File: config.mk
export PLATFORM = sky130hd
export DESIGN_NAME = resolver_mode_supervision
export DESIGN_NICKNAME = d
export VERILOG_FILES = /design/src/verilog/resolver_pkg.sv /design/src/verilog/position_scaler.sv /design/src/verilog/resolver_mode_supervision.sv
export SDC_FILE = /design/constraint.sdc
export NUM_CORES = 1
export LEC_CHECK = 0
export BUFFER_PORTS_ARGS = -buffer_cell sky130_fd_sc_hd__buf_2
export CORE_ASPECT_RATIO = 0.7
export CORE_UTILIZATION = 42
export DETAILED_ROUTE_END_ITERATION = 12
export PLACE_DENSITY = 0.7
export SLEW_MARGIN = 20
export SYNTH_ARGS = -nofsm -noshare
export SYNTH_HDL_FRONTEND = slang
export SYNTH_SLANG_ARGS = --single-unit
File: constraint.sdc
create_clock -name I_CLK -period 11.5 [get_ports I_CLK]
set_clock_uncertainty 0.1 [all_clocks]
set_input_delay 1.15 -clock I_CLK [delete_from_list [all_inputs] [get_ports I_CLK]]
set_output_delay 1.15 -clock I_CLK [all_outputs]
set_load 0.005 [all_outputs]
File: src/verilog/resolver_pkg.sv
package resolver_pkg;

  // register byte offsets
  localparam logic [7:0] OFS_PRI_MODE = 8'h00;
  localparam logic [7:0] OFS_SEC_MODE = 8'h04;
  localparam logic [7:0] OFS_NOMINAL = 8'h08;
  localparam logic [7:0] OFS_DEADBAND = 8'h0C;
  localparam logic [7:0] OFS_PRI_LOW_LIMIT = 8'h10;
  localparam logic [7:0] OFS_SEC_LOW_LIMIT = 8'h14;
  localparam logic [7:0] OFS_PRI_ERROR = 8'h18;
  localparam logic [7:0] OFS_SEC_ERROR = 8'h1C;
  localparam logic [7:0] OFS_DRIVE = 8'h20;
  localparam logic [7:0] OFS_CHECK_INTERVAL = 8'h24;
  localparam logic [7:0] OFS_IRQ_MASK = 8'h28;
  localparam logic [7:0] OFS_PENDING = 8'h2C;
  localparam logic [7:0] OFS_PRI_POSITION = 8'h30;
  localparam logic [7:0] OFS_SEC_POSITION = 8'h34;
  localparam logic [7:0] OFS_AMPLITUDES = 8'h38;

  // field positions
  localparam int RESOLVER_EVENT_BIT = 7;
  localparam int MODE_W = 9;
  localparam int AMP_W = 16;
  localparam int DRIVE_W = 16;
  localparam int POS_W = 16;
  localparam int LOW_RES_SHIFT = 3;

  // reset values
  localparam logic [MODE_W-1:0] MODE_RESET = 9'h000;
  localparam logic [AMP_W-1:0] NOMINAL_RESET = 16'h3A98;
  localparam logic [AMP_W-1:0] DEADBAND_RESET = 16'h0064;
  localparam logic [AMP_W-1:0] LOW_LIMIT_RESET = 16'h0000;
  localparam logic [DRIVE_W-1:0] DRIVE_RESET = 16'h8000;
  localparam logic [31:0] CHECK_INTERVAL_RESET = 32'h0000_03E8;
  localparam logic [7:0] MASK_RESET = 8'h00;

  // drive adjustment limits
  localparam logic [DRIVE_W-1:0] DRIVE_MIN = 16'h0000;
  localparam logic [DRIVE_W-1:0] DRIVE_MAX = 16'hFFFF;
  localparam logic [DRIVE_W-1:0] DRIVE_STEP = 16'h0001;

  // reason codes
  localparam logic [7:0] REASON_NONE = 8'h00;
  localparam logic [7:0] REASON_LOW_AMPLITUDE = 8'h01;
  localparam logic [7:0] REASON_DRIVE_AT_MAX = 8'h02;
  localparam logic [7:0] REASON_DRIVE_AT_MIN = 8'h03;

  // mode word: 256, 128 ccw, 64, 32 compensation, 16 high resolution, low bits base mode
  typedef struct packed {
    logic spare8;
    logic ccw;
    logic spare6;
    logic compensate;
    logic high_res;
    logic [3:0] base;
  } channel_mode_s;

  typedef struct packed {
    logic [AMP_W-1:0] amplitude;
    logic [AMP_W-1:0] low_limit;
  } amp_check_s;

endpackage

File: src/verilog/position_scaler.sv
`timescale 1ns/1ps
module position_scaler
  import resolver_pkg::*;
(
  input wire logic clk,
  input wire logic rst_n,
  input channel_mode_s mode,
  input wire logic [POS_W-1:0] angle,
  output logic [POS_W-1:0] position
);

  logic [POS_W-1:0] next_position;
  logic [POS_W-1:0] coarse;

  always_comb
  begin
    coarse = angle >> LOW_RES_SHIFT;
    if (mode.high_res)
    begin
      // 65536 increments per turn, full angle word
      next_position = mode.ccw ? POS_W'(-angle) : angle;
    end
    else
    begin
      // one eighth of the increments in low resolution
      next_position = mode.ccw ? POS_W'(-coarse) : coarse;
    end
  end

  always_ff @(posedge clk or negedge rst_n)
  begin
    if (!rst_n)
      position <= '0;
    else if (mode.base != 4'h0)
      position <= next_position;
  end

endmodule

File: src/verilog/resolver_mode_supervision.sv
// The address map and the strobed register port are this design's own decisions.
`timescale 1ns/1ps
// Function
// - mode 16 gives 65536 increments per turn
// - each channel picks high resolution independently
// - primary high resolution enables secondary supervision
// - inactive secondary channel is never checked
// - secondary channel is supervised, never compensated
// - secondary below low limit raises error
// - supervision starts only when mode bit set
// - mode 32 samples amplitude every interval
// - compensation steers drive toward nominal amplitude
// - drive unchanged inside the deadband
// - low amplitude or drive limit raises error
// - mode bit 7 selects ccw positive
// - interrupt delivered only with mask bit 7
// - pending bit 7 flags the error event
// - larger drive gives smaller excitation
module resolver_mode_supervision
  import resolver_pkg::*;
(
  input wire logic I_CLK,
  input wire logic I_RSTN,
  input wire logic [7:0] I_ADDR,
  input wire logic [31:0] I_WDATA,
  input wire logic I_WR,
  input wire logic I_RD,
  input wire logic [AMP_W-1:0] I_PRI_AMPLITUDE,
  input wire logic [AMP_W-1:0] I_SEC_AMPLITUDE,
  input wire logic [POS_W-1:0] I_PRI_ANGLE,
  input wire logic [POS_W-1:0] I_SEC_ANGLE,
  output logic [31:0] O_RDATA,
  output logic [DRIVE_W-1:0] O_EXCITATION_DRIVE,
  output logic O_RESOLVER_IRQ,
  output logic [POS_W-1:0] O_PRI_POSITION,
  output logic [POS_W-1:0] O_SEC_POSITION
);

  logic rst_meta_n;
  logic rst_n;

  channel_mode_s primary_channel_mode;
  channel_mode_s secondary_channel_mode;
  logic [AMP_W-1:0] nominal_amplitude_target;
  logic [AMP_W-1:0] amplitude_deadband;
  logic [AMP_W-1:0] primary_amplitude_low_limit;
  logic [AMP_W-1:0] secondary_amplitude_low_limit;
  logic [7:0] primary_error_reason;
  logic [7:0] secondary_error_reason;
  logic [DRIVE_W-1:0] excitation_drive_setting;
  logic [31:0] amplitude_check_interval;
  logic [7:0] system_interrupt_mask;
  logic system_pending_event;

  logic [31:0] interval_count;
  logic check_tick;
  logic compensating;
  logic secondary_supervised;
  logic timer_running;

  amp_check_s pri_check;
  amp_check_s sec_check;
  logic pri_low;
  logic sec_low;
  logic amp_above;
  logic [AMP_W-1:0] amp_error;
  logic outside_band;
  logic drive_up;
  logic drive_down;
  logic drive_at_max;
  logic drive_at_min;
  logic pri_fault;
  logic [7:0] pri_reason;
  logic sec_fault;
  logic event_set;
  logic pending_clear;
  logic [31:0] next_rdata;

  channel_mode_s chan_mode [2];
  logic [POS_W-1:0] chan_angle [2];
  logic [POS_W-1:0] chan_position [2];

  // async assert, release through two flops
  always_ff @(posedge I_CLK or negedge I_RSTN)
  begin
    if (!I_RSTN)
    begin
      rst_meta_n <= 1'b0;
      rst_n <= 1'b0;
    end
    else
    begin
      rst_meta_n <= 1'b1;
      rst_n <= rst_meta_n;
    end
  end

  // mode decode: each weight is its own flag, so options add up
  assign compensating = primary_channel_mode.compensate;
  assign secondary_supervised = primary_channel_mode.high_res && (secondary_channel_mode.base != 4'h0);
  assign timer_running = compensating || secondary_supervised;

  // interval timer, held in reset until a supervising mode bit is set
  always_ff @(posedge I_CLK or negedge rst_n)
  begin
    if (!rst_n)
      interval_count <= '0;
    else if (!timer_running || check_tick)
      interval_count <= '0;
    else
      interval_count <= interval_count + 32'h0000_0001;
  end

  // an interval of zero checks every cycle
  assign check_tick = timer_running && (interval_count >= amplitude_check_interval);

  assign pri_check = '{amplitude: I_PRI_AMPLITUDE, low_limit: primary_amplitude_low_limit};
  assign sec_check = '{amplitude: I_SEC_AMPLITUDE, low_limit: secondary_amplitude_low_limit};
  assign pri_low = pri_check.amplitude < pri_check.low_limit;
  assign sec_low = sec_check.amplitude < sec_check.low_limit;

  always_comb
  begin
    amp_above = pri_check.amplitude > nominal_amplitude_target;
    amp_error = amp_above ? AMP_W'(pri_check.amplitude - nominal_amplitude_target)
                          : AMP_W'(nominal_amplitude_target - pri_check.amplitude);
    outside_band = amp_error > amplitude_deadband;
    drive_at_max = excitation_drive_setting == DRIVE_MAX;
    drive_at_min = excitation_drive_setting == DRIVE_MIN;
    // excitation falls as drive rises: too much amplitude means raise drive
    drive_up = outside_band && amp_above && !drive_at_max && !pri_low;
    drive_down = outside_band && !amp_above && !drive_at_min && !pri_low;
    pri_fault = 1'b0;
    pri_reason = REASON_NONE;
    if (pri_low)
    begin
      pri_fault = 1'b1;
      pri_reason = REASON_LOW_AMPLITUDE;
    end
    else if (outside_band && amp_above && drive_at_max)
    begin
      pri_fault = 1'b1;
      pri_reason = REASON_DRIVE_AT_MAX;
    end
    else if (outside_band && !amp_above && drive_at_min)
    begin
      pri_fault = 1'b1;
      pri_reason = REASON_DRIVE_AT_MIN;
    end
  end

  assign sec_fault = secondary_supervised && sec_low;

  assign event_set = check_tick && ((compensating && pri_fault) || sec_fault);
  assign pending_clear = I_WR && (I_ADDR == OFS_PENDING) && I_WDATA[RESOLVER_EVENT_BIT];

  // mode and limit registers
  always_ff @(posedge I_CLK or negedge rst_n)
  begin
    if (!rst_n)
    begin
      primary_channel_mode <= MODE_RESET;
      secondary_channel_mode <= MODE_RESET;
      nominal_amplitude_target <= NOMINAL_RESET;
      amplitude_deadband <= DEADBAND_RESET;
      primary_amplitude_low_limit <= LOW_LIMIT_RESET;
      secondary_amplitude_low_limit <= LOW_LIMIT_RESET;
      amplitude_check_interval <= CHECK_INTERVAL_RESET;
      system_interrupt_mask <= MASK_RESET;
    end
    else if (I_WR)
    begin
      unique case (I_ADDR)
        OFS_PRI_MODE: primary_channel_mode <= I_WDATA[MODE_W-1:0];
        OFS_SEC_MODE: secondary_channel_mode <= I_WDATA[MODE_W-1:0];
        OFS_NOMINAL: nominal_amplitude_target <= I_WDATA[AMP_W-1:0];
        OFS_DEADBAND: amplitude_deadband <= I_WDATA[AMP_W-1:0];
        OFS_PRI_LOW_LIMIT: primary_amplitude_low_limit <= I_WDATA[AMP_W-1:0];
        OFS_SEC_LOW_LIMIT: secondary_amplitude_low_limit <= I_WDATA[AMP_W-1:0];
        OFS_CHECK_INTERVAL: amplitude_check_interval <= I_WDATA;
        OFS_IRQ_MASK: system_interrupt_mask <= I_WDATA[7:0];
        default: ;
      endcase
    end
  end

  // excitation drive: only the primary channel steers it, secondary is never compensated
  always_ff @(posedge I_CLK or negedge rst_n)
  begin
    if (!rst_n)
      excitation_drive_setting <= DRIVE_RESET;
    else if (compensating && check_tick && drive_up)
      excitation_drive_setting <= excitation_drive_setting + DRIVE_STEP;
    else if (compensating && check_tick && drive_down)
      excitation_drive_setting <= excitation_drive_setting - DRIVE_STEP;
    else if (I_WR && I_ADDR == OFS_DRIVE)
      // a software write loses to a same-cycle step; software should stay off while compensating
      excitation_drive_setting <= I_WDATA[DRIVE_W-1:0];
  end

  // reason codes keep the last error
  always_ff @(posedge I_CLK or negedge rst_n)
  begin
    if (!rst_n)
    begin
      primary_error_reason <= REASON_NONE;
      secondary_error_reason <= REASON_NONE;
    end
    else
    begin
      if (check_tick && compensating && pri_fault)
        primary_error_reason <= pri_reason;
      if (check_tick && sec_fault)
        secondary_error_reason <= REASON_LOW_AMPLITUDE;
    end
  end

  // pending event: a new error beats a clear in the same cycle
  always_ff @(posedge I_CLK or negedge rst_n)
  begin
    if (!rst_n)
      system_pending_event <= 1'b0;
    else if (event_set)
      system_pending_event <= 1'b1;
    else if (pending_clear)
      system_pending_event <= 1'b0;
  end

  always_ff @(posedge I_CLK or negedge rst_n)
  begin
    if (!rst_n)
      O_RESOLVER_IRQ <= 1'b0;
    else
      O_RESOLVER_IRQ <= system_pending_event && system_interrupt_mask[RESOLVER_EVENT_BIT];
  end

  assign O_EXCITATION_DRIVE = excitation_drive_setting;

  // both channels share one scaler design; modes are independent
  assign chan_mode[0] = primary_channel_mode;
  assign chan_mode[1] = secondary_channel_mode;
  assign chan_angle[0] = I_PRI_ANGLE;
  assign chan_angle[1] = I_SEC_ANGLE;

  generate
    for (genvar ch = 0; ch < 2; ch++)
    begin : g_chan
      position_scaler u_scaler (
        .clk(I_CLK),
        .rst_n(rst_n),
        .mode(chan_mode[ch]),
        .angle(chan_angle[ch]),
        .position(chan_position[ch])
      );
    end
  endgenerate

  assign O_PRI_POSITION = chan_position[0];
  assign O_SEC_POSITION = chan_position[1];

  always_comb
  begin
    next_rdata = 32'h0000_0000;
    unique case (I_ADDR)
      OFS_PRI_MODE: next_rdata[MODE_W-1:0] = primary_channel_mode;
      OFS_SEC_MODE: next_rdata[MODE_W-1:0] = secondary_channel_mode;
      OFS_NOMINAL: next_rdata[AMP_W-1:0] = nominal_amplitude_target;
      OFS_DEADBAND: next_rdata[AMP_W-1:0] = amplitude_deadband;
      OFS_PRI_LOW_LIMIT: next_rdata[AMP_W-1:0] = primary_amplitude_low_limit;
      OFS_SEC_LOW_LIMIT: next_rdata[AMP_W-1:0] = secondary_amplitude_low_limit;
      OFS_PRI_ERROR: next_rdata[7:0] = primary_error_reason;
      OFS_SEC_ERROR: next_rdata[7:0] = secondary_error_reason;
      OFS_DRIVE: next_rdata[DRIVE_W-1:0] = excitation_drive_setting;
      OFS_CHECK_INTERVAL: next_rdata = amplitude_check_interval;
      OFS_IRQ_MASK: next_rdata[7:0] = system_interrupt_mask;
      OFS_PENDING: next_rdata[RESOLVER_EVENT_BIT] = system_pending_event;
      OFS_PRI_POSITION: next_rdata[POS_W-1:0] = chan_position[0];
      OFS_SEC_POSITION: next_rdata[POS_W-1:0] = chan_position[1];
      OFS_AMPLITUDES: next_rdata = {I_SEC_AMPLITUDE, I_PRI_AMPLITUDE};
      default: next_rdata = 32'h0000_0000;
    endcase
  end

  // read data stand for one cycle after the strobe, zero otherwise
  always_ff @(posedge I_CLK or negedge rst_n)
  begin
    if (!rst_n)
      O_RDATA <= 32'h0000_0000;
    else if (I_RD)
      O_RDATA <= next_rdata;
    else
      O_RDATA <= 32'h0000_0000;
  end

endmodule

* Word level (Yosys, flattened, before mapping)
Cells that the tools add are included.
Storage, ports and cells: register bits after elaboration 247, word-level logic and storage cells 127
Operators by class: $add $sub $neg 9, magnitude comparators 5, equality and inequality tests 15, muxes and demuxes 25, reductions and logical operators 44
Operator list (count):
- 2-to-1 mux 16 bit | 10
- one-hot mux 7 bit (14 select lines) | 1
- 2-to-1 mux 32 bit | 2
- one-hot mux 7 bit (9 select lines) | 1
- == test 8 x 6 -> 1 bit (second input constant) | 7
- adder 32 x 1 -> 32 bit (second input constant) | 1
- == test 8 x 5 -> 1 bit (second input constant) | 4
- >= comparator 32 bit | 1
- greater-than comparator 16 bit | 2
- less-than comparator 16 bit | 2
- negator 13 -> 16 bit | 2
- negator 16 bit | 2
- one-hot mux 16 bit (2 select lines) | 1
- subtractor 16 bit | 2
- logical AND 1 bit | 22
- adder 16 x 1 -> 16 bit (second input constant) | 1
- == test 16 bit (second input constant) | 1
- == test 8 x 4 -> 1 bit (second input constant) | 2
- logical NOT 16 bit | 1
- AND reduction 2 bit | 8
- subtractor 16 x 1 -> 16 bit (second input constant) | 1
- one-hot mux 1 bit (14 select lines) | 1
- one-hot mux 1 bit (11 select lines) | 1
- == test 8 x 3 -> 1 bit (second input constant) | 1
- other kinds (8) | 21

* Logic depth before layout (Yosys ltp)
Gate-level depths: netlist of run 1.
word-level depth 12, gate-level depth with buffers 26, mapped depth without buffers 21

* Cells and area by module
Synthesis of run 1 repeated with hierarchy kept, for this count alone.
Unflattened totals: cell total of the unflattened synthesis 1661, area, all modules 15892.7 µm²
By module, submodules not included:
- resolver_mode_supervision | times used 1, cells each 1341, area each 13207.7 µm²
- position_scaler | times used 2, cells each 160, area each 1342.5 µm²

* Worst setup path after synthesis of run 1
OpenSTA, ideal clock, no wires.
path type input-to-reg, start point input I_PRI_AMPLITUDE[5], end point register excitation_drive_setting[5] (netlist: O_EXCITATION_DRIVE[5]), setup time 0.130 ns, arrival 5.427 ns, setup slack 5.843 ns, stages on the path 23, cell sequence inv_1 > ha_1 > buf_6 > a21o_1 > a211o_1 > o211ai_2 > a21oi_2 > buf_6 > mux2_4 > o311ai_4 > mux2i_1 > a211oi_2 > ha_1 > nand4_1 > a2111o_1 > a31oi_4 > and3_1 > buf_2 > o211ai_2 > buf_4 > buf_6 > a32oi_1 > nand3_1
Between the ends: word-level cells in the longest chain between the ends 9, elaborated cells between the ends (all ways) 19, classes of those cells 2 x add/sub; 3 x order compare; 3 x mux; 11 x reduce/logical
RTL lines:
- from (decl) | RTL line resolver_mode_supervision.sv:28 | input wire logic [AMP_W-1:0] I_PRI_AMPLITUDE,
- subtractor 16 bit (tied with other cells) | RTL line resolver_mode_supervision.sv:126 | : AMP_W'(nominal_amplitude_target - pri_check.amplitude);
- 2-to-1 mux 16 bit | RTL line resolver_mode_supervision.sv:125 | amp_error = amp_above ? AMP_W'(pri_check.amplitude - nominal_amplitude_target)
- greater-than comparator 16 bit | RTL line resolver_mode_supervision.sv:127 | outside_band = amp_error > amplitude_deadband;
- logical AND 1 bit (3 in a row) | RTL line resolver_mode_supervision.sv:132 | drive_down = outside_band && !amp_above && !drive_at_min && !pri_low;
- logical AND 1 bit | RTL line resolver_mode_supervision.sv:194 | else if (compensating && check_tick && drive_down)
- 2-to-1 mux 16 bit | RTL line resolver_mode_supervision.sv:194
- 2-to-1 mux 16 bit | RTL line resolver_mode_supervision.sv:192 | else if (compensating && check_tick && drive_up)
- to (signal assigned) | RTL line resolver_mode_supervision.sv:193 | excitation_drive_setting <= excitation_drive_setting + DRIVE_STEP;
- to (signal assigned) | RTL line resolver_mode_supervision.sv:195 | excitation_drive_setting <= excitation_drive_setting - DRIVE_STEP;
- to (signal assigned) | RTL line resolver_mode_supervision.sv:198 | excitation_drive_setting <= I_WDATA[DRIVE_W-1:0];
- to (decl) | RTL line resolver_mode_supervision.sv:50 | logic [DRIVE_W-1:0] excitation_drive_setting;
Several ways; a longest one is shown, not always the timed one. A chain may end at the register's enable or synchronous reset.

* Final worst setup path of run 1
start point input I_PRI_AMPLITUDE[9], end point register excitation_drive_setting[1] (netlist: O_EXCITATION_DRIVE[1])
The elaborated chain is that of the path after synthesis.

==> impl_metrics.ini, run 1 <==
[run_status]
status = finished, final reports clean

[sta]
period_share = 0.6180
clock.fmax_ghz = 0.1407
drv_slew = 0
finalSetupTns_ps = 0
final_hold_viol_count = 0
slew_headroom = 0.2678
setup-violations-final = 0
rsz0062_at_grt = no
tightest_slew_ps = 1089
layout_min_cycle_time_ps = 7107

[cts]
cts-htree-levels = 1
cts.clk_slew.worst_paths_ps = 60
cts-hold-fix-buffers = 0
clock_tree.root_cell = clkbuf_16
postCtsSetupBuffers = 0
numCtsBuffers = 25
ctsResizeCount = 0
clock_path_buffers = 3
cts_tree = done
clk_latency_ps = 550
clock-sinks = 241

[cells_and_area]
final_cells = 2363
fin_nets = 2081
utilization = 0.4857
syn_to_final_growth_pct = 13.69
ff_latch_area_mm2 = 0.006056
layout-drive-gt1-share = 0.2231
fill_cells = 3504
multiInputGateArea_mm2 = 0.009030

[logic_synthesis]
synthCells = 1706
synth_top_area_frac = 0.3520
avgSynthCellArea_um2 = 9.336
seq_area_frac_synth = 0.3800
synth_nets = 1932
synth_cell_types = 82
ys.flop_type = dfrtp_1
synth_seq_cells = 241
synth_top_cells_by_area = dfrtp_1 35%, ha_1 9.1%, mux2_2 8.8%
syn_area_mm2 = 0.01593
synth_top_area_cell = dfrtp_1
ys_warn_count = 0
async_flop_share = 1.000
synth_edf_count = 0

[floorplanning]
die_h_um = 164.9
initial_core_util = 0.4272
die_x_um = 234.8
rows = 59
dieArea_mm2 = 0.03872
pin_count = 189
core-area_mm2 = 0.03728

[pwr]
vdd_ir_drop_max_uv = 115.8
p_per_area_mw_per_mm2 = 140.0
p_leak_nw = 8.145

[setup_path]
cp_data_arrival_time_ps = 7460
worst_setup_path_start_kind = input pin
cp-end-kind = register
crit_required_ps = 11850
criticalPathCategory = in -> reg
critPathMaxFanout = 22

[global_route]
grt_pass1_vias = 13247
gr-total-overflow = 0
grt_max_degree = 75
antenna_found_initial = 2
grt_pass1_wl_um = 81690
grt_usage = 0.2763

[drt]
routed_via_density = 6.003
drc = 0
drtIter0Drc = 1416
vias = 14186
drt-wirelength-per-cell_um = 22.92
drt_first_pass_iters = 6
drt-total-wl_um = 54150
ant_nets = 0

[job]
maxCapViolations = 0

[placement]
gp_congestion = 0.9683
hpwl_um = 41980
post-place-cells = 2316
placement.io_buffers = 188

[min_path]
hold_path_class = reg -> reg
-- cells by family after synthesis --
| logic type | after synthesis | share of synthesized area |
|---|---|---|
| fa+ha+maj | 118 | 0.09364 |
| mux | 140 | 0.09961 |
| xor+xnor | 94 | 0.05169 |
| simple gates | 486 | 0.1481 |
| flops | 241 | 0.3800 |
| other cells | 1 | 0.0002355 |
| buf+inv | 222 | 0.05515 |
| compound gates | 404 | 0.1716 |
-- critical path, cell delays in order --
cell      delay (ps)
buf_2            130
inv_1             80
ha_1             460
nand4_1          140
nor3_1           470
and3_1           360
a21o_2           450
a311oi_1         300
o311ai_4         360
mux2i_1          250
a211oi_2          70
ha_1             330
nand4_1          190
a2111o_1         480
a31oi_4          290
nand3_1          470
a211oi_2         990
nor2_1           190
o31ai_1          270
-- cell usage in the layout (no fill, tap or decap), types with 13 or more instances in the layout --
cell type  count
o31ai_1       13
clkbuf_16     25
ha_1         116
a22oi_1       53
nor2_1       110
nand3_1       52
mux2i_1       13
xnor2_1       53
a31oi_1       27
inv_1        139
dfrtp_1      223
nor3_1        24
and3_1        26
nor2b_1       22
a21oi_1       75
a221oi_1      20
a21o_1        13
o21ai_0       85
nand4_1       24
o21ai_1       14
mux2_2       124
buf_2        188
buf_4         17
xor2_1        41
dfstp_2       17
a22o_1        17
nand2_1      148
-- cells in the mapped netlist (all sizes together) (4+ instances only) --
cell type and count:
a211oi 10, a21o 14, a21oi 76, a221oi 20
a222oi 11, a22o 17, a22oi 53, a31oi 28
and2 8, and3 26, and4 10, buf 27
clkbuf 56, dfrtp 224, dfstp 17, ha 116
inv 139, mux2 125, mux2i 13, nand2 148
nand2b 12, nand3 52, nand3b 5, nand4 24
nor2 113, nor2b 22, nor3 25, nor4 9
o2111ai 4, o211ai 9, o21a 6, o21ai 100
o22ai 10, o31ai 14, or2 11, or3 8
or4 9, xnor2 53, xor2 41
-- final cells by class --
type	instances	share of cell area
tap	488	0.03372
timing repair buffer	205	0.05901
multi-input combinational	1243	0.4987
sequential	241	0.3345
antenna	1	0.0001382
inverter	139	0.02882
clock buffer	35	0.03828
clock inverter	11	0.006841
-- final timing paths --
check                                                    startpoint  slack (ps)  cells after the start                                  to
min                                            rst_meta_n$_DFF_PN0_         250                      0                     rst_n$_DFF_PN0_
min in group asynchronous                           rst_n$_DFF_PN0_         260                      0        interval_count[18]$_DFF_PN0_
max                                              I_PRI_AMPLITUDE[9]        4390                     19   O_EXCITATION_DRIVE[1]$_DFFE_PN0P_
min reg2reg                                    rst_meta_n$_DFF_PN0_         250                      0                     rst_n$_DFF_PN0_
max reg2reg                nominal_amplitude_target[15]$_DFFE_PN0P_        4710                     18   O_EXCITATION_DRIVE[1]$_DFFE_PN0P_
max in group asynchronous                           rst_n$_DFF_PN0_        8850                      2  amplitude_deadband[13]$_DFFE_PN0P_
-- power by group --
| group | internal [mW] | switching (mW) | total, mW |
|---|---|---|---|
| clock | 0.469 | 0.362 | 0.831 |
| combinational | 0.227 | 0.298 | 0.525 |
| sequential | 0.947 | 0.233 | 1.18 |
-- metal layers --
layer | global-route usage | vias to the layer above | part of all wire
li1 | - | 6447 | -
met1 | 0.4034 | 6892 | 0.45
met2 | 0.3981 | 761 | 0.41
met3 | 0.08123 | 84 | 0.12
met4 | 0.06340 | 2 | 0.021
met5 | 0 | - | 0.00015
-- registers in the layout, indices dropped and copies added, names as in the netlist, 2 cells and up --
signal / cells
O_RDATA: 32
amplitude_check_interval: 32
g_chan.u_scaler.position: 32
interval_count: 32
chan_mode: 17
O_EXCITATION_DRIVE: 16
amplitude_deadband: 16
nominal_amplitude_target: 16
primary_amplitude_low_limit: 16
secondary_amplitude_low_limit: 16
system_interrupt_mask: 8
primary_error_reason: 2
-- stage by stage --
stage / total power, mW / hold slack, ps / setup WS, ps / area, um^2
6_report: 2.535 / 254.8 / 4393 / 18110
3_3_place_gp: 1.684 / 237.6 / 4299 / 17280
3_5_place_dp: 1.695 / 241.8 / 4049 / 17280
2_1_floorplan: 1.378 / 231.2 / 4216 / 15930
5_1_grt: 2.638 / 270.8 / 4159 / 18110
4_1_cts: 2.521 / 257.3 / 4588 / 18100
Note: power is estimated with default switching activity, not from simulation.
==> run 2, diff against run 1 <==
- ABC_AREA: unset -> 1
- clock period: 11.5 -> 6.6 ns (I/O delays scaled with it)
==> impl_metrics.ini, run 2 <==
[logic_synthesis]
async_flop_share = 1.000
syn_area_mm2 = 0.01631
seq_area_frac_synth = 0.3710
synth.most_common_cell = nand2_1
ys_warn_count = 0
ys.flop_type = dfrtp_1
synth_cell_types = 58
synth_edf_count = 0
synth_top_area_cell = dfrtp_1
synth_seq_cells = 241
synthCells = 2219
synth_top_cells_by_area = dfrtp_1 34%, nand2_1 12%, ha_1 8.9%
synth_nets = 2445
avgSynthCellArea_um2 = 7.352
synth_top_area_frac = 0.3436
yosys-top-cells-count = 504 x nand2_1, 316 x inv_1, 224 x dfrtp_1, 198 x o21ai_0, 188 x nor2_1

[sta]
rsz0062_at_grt = no
setup-violations-final = 0
tightest_slew_ps = 1024
final_hold_viol_count = 0
drv_slew = 0
clock.fmax_ghz = 0.1993
layout_min_cycle_time_ps = 5017
slew_headroom = 0.3139
period_share = 0.7602
finalSetupTns_ps = 0

[setup_path]
critPathTopFamily = simple AND/OR/NAND/NOR gates
path_common_cell = nand2_1
worst_setup_path_start_kind = register
crit_required_ps = 6950
cp-end-kind = register
critPathBufInv = 4
worst_path_largest_cell_delay_ps = 490
criticalPathCategory = reg -> reg
critPathMaxFanout = 22
critPathSlowestCell = dfrtp_1
cp_data_arrival_time_ps = 5370
regToRegSetupSlack_ps = 1580
regToRegStartpoint = nominal_amplitude_target[1]$_DFFE_PN0P_
r2r_end = O_EXCITATION_DRIVE[9]$_DFFE_PN0P_
reg2reg_depth = 28

[floorplanning]
die_h_um = 166.9
dieArea_mm2 = 0.03965
initial_core_util = 0.4325
die_x_um = 237.6
pin_count = 189
core-area_mm2 = 0.03772
rows = 59

[cells_and_area]
layout_common_cells = 501 x nand2_1, 316 x inv_1, 223 x dfrtp_1
mostFrequentLayoutCell = nand2_1
fill_cells = 3746
syn_to_final_growth_pct = 14.39
layout-drive-gt1-share = 0.1341
stdcell_area_mm2 = 0.01866
ff_latch_area_mm2 = 0.006056
fin_nets = 2599
multiInputGateArea_mm2 = 0.008703

[job]
maxCapViolations = 0

[run_status]
status = finished, final reports clean

[global_route]
gr-total-overflow = 0
grt_pass1_wl_um = 90320
antenna_found_initial = 2
gr-usage-met1 = 0.4532
use_met2 = 0.3987
use_met3 = 0.09150
grt_pass1_vias = 15256
top_usage_layer = met1
grt_max_degree = 155
grt_usage = 0.2975

[drt]
drt-total-wl_um = 59520
drc = 0
ant_nets = 0
vias = 16348
drtIter0Drc = 2056
drt_first_pass_iters = 6
routed_via_density = 5.608
drt-wirelength-per-cell_um = 20.42

[cts]
clock_path_buffers = 3
clk_latency_ps = 570
cts_tree = done
clock-sinks = 241
cts-htree-levels = 1
numCtsBuffers = 27
cts.clk_slew.worst_paths_ps = 70
ctsResizeCount = 0
clock_tree.root_cell = clkbuf_16

[min_path]
hold_path_class = reg -> async

[placement]
dpl_cell_area_mm2 = 0.01765
gp_congestion = 0.9818
placement.io_buffers = 188
hpwl_um = 46260

[pwr]
p_per_area_mw_per_mm2 = 232.4
vdd_ir_drop_max_uv = 197.5
finalPower_mw = 4.336
p_leak_nw = 9.023
[run 2: changes by cell type after synthesis, sizes merged, moves of 22 or more]
cell	change
nand3	+68
o21ai	+99
a21oi	+67
a22oi	-45
xnor2	-49
nor2	+85
and3	-26
o22ai	+33
inv	+186
nor2b	-22
mux2	-125
nand2	+363
[run 2: per-layer routing]
metal | share of wire | vias up
met1 | 0.46 | 7761
met4 | 0.027 | 0
met5 | 0 | -
met2 | 0.39 | 870
li1 | - | 7620
met3 | 0.12 | 97
[run 2: kinds of logic (layout without fill, tap and decap cells)]
logic type,count (synthesis),after routing,share of synthesized area
and+or+nand+nor,913,913,0.2394
buffers and inverters,402,577,0.09718
adders and majority gates,118,118,0.09143
AOI/OAI and AO/OA,484,484,0.1685
other,1,4,0.0002299
xor gates and xnor gates,59,59,0.03168
muxes,1,1,0.0006136
DFF,241,241,0.3710
[run 2: worst max-delay path by stage]
stage	start	end	slack, ps	depth (start not counted)
2_1_floorplan	I_PRI_AMPLITUDE[0]	O_EXCITATION_DRIVE[1]$_DFFE_PN0P_	2480	33
3_3_place_gp	I_PRI_AMPLITUDE[0]	O_EXCITATION_DRIVE[9]$_DFFE_PN0P_	1330	31
3_5_place_dp	I_PRI_AMPLITUDE[0]	O_EXCITATION_DRIVE[2]$_DFFE_PN0P_	1250	31
4_1_cts	nominal_amplitude_target[9]$_DFFE_PN1P_	O_EXCITATION_DRIVE[1]$_DFFE_PN0P_	1680	28
5_1_grt	nominal_amplitude_target[0]$_DFFE_PN0P_	O_EXCITATION_DRIVE[1]$_DFFE_PN0P_	1150	29
6_report	nominal_amplitude_target[1]$_DFFE_PN0P_	O_EXCITATION_DRIVE[9]$_DFFE_PN0P_	1580	28
[run 2: through the flow]
| step | hold slack [ps] | util | setup slack, ps | cells |
|---|---|---|---|---|
| finish | 220.7 | 0.4947 | 1583 | 2915 |
| global placement | 234.4 | 0.4679 | 1330 | 2861 |
| floorplan | 231.1 | - | 2479 | 2219 |
| CTS | 227.0 | 0.4942 | 1683 | 2912 |
| global route | 250.7 | 0.4945 | 1151 | 2912 |
| detailed placement | 240.3 | 0.4679 | 1249 | 2861 |
[run 2: timing repair]
action                                  CTS  global route
hold endpoints to repair                  2             0
hold buffers                              1             0
endpoints found under the setup margin    0             0
setup buffers                             0             0
[run 2: power by group]
group / total (mW) / switching, mW / internal, mW
registers: 1.77 / 0.145 / 1.62
logic: 0.881 / 0.568 / 0.312
clock network: 1.69 / 0.683 / 1.01
[run 2: layout make-up]
| class | count | area share |
|---|---|---|
| Clock buffer | 33 | 0.04010 |
| Multi-Input combinational cell | 1576 | 0.4664 |
| Antenna cell | 3 | 0.0004023 |
| Timing Repair Buffer | 197 | 0.05485 |
| Tap cell | 518 | 0.03473 |
| Clock inverter | 17 | 0.01261 |
| Sequential cell | 241 | 0.3245 |
| Inverter | 330 | 0.06638 |
[run 2: worst reg2reg max path, delay by kind of cell (launching register included)]
family,cells,cell delay [ps]
buf+inv,4,660
compound gates,2,330
fa+ha+maj,2,710
flops,1,490
simple gates,19,2440
xor+xnor,1,180
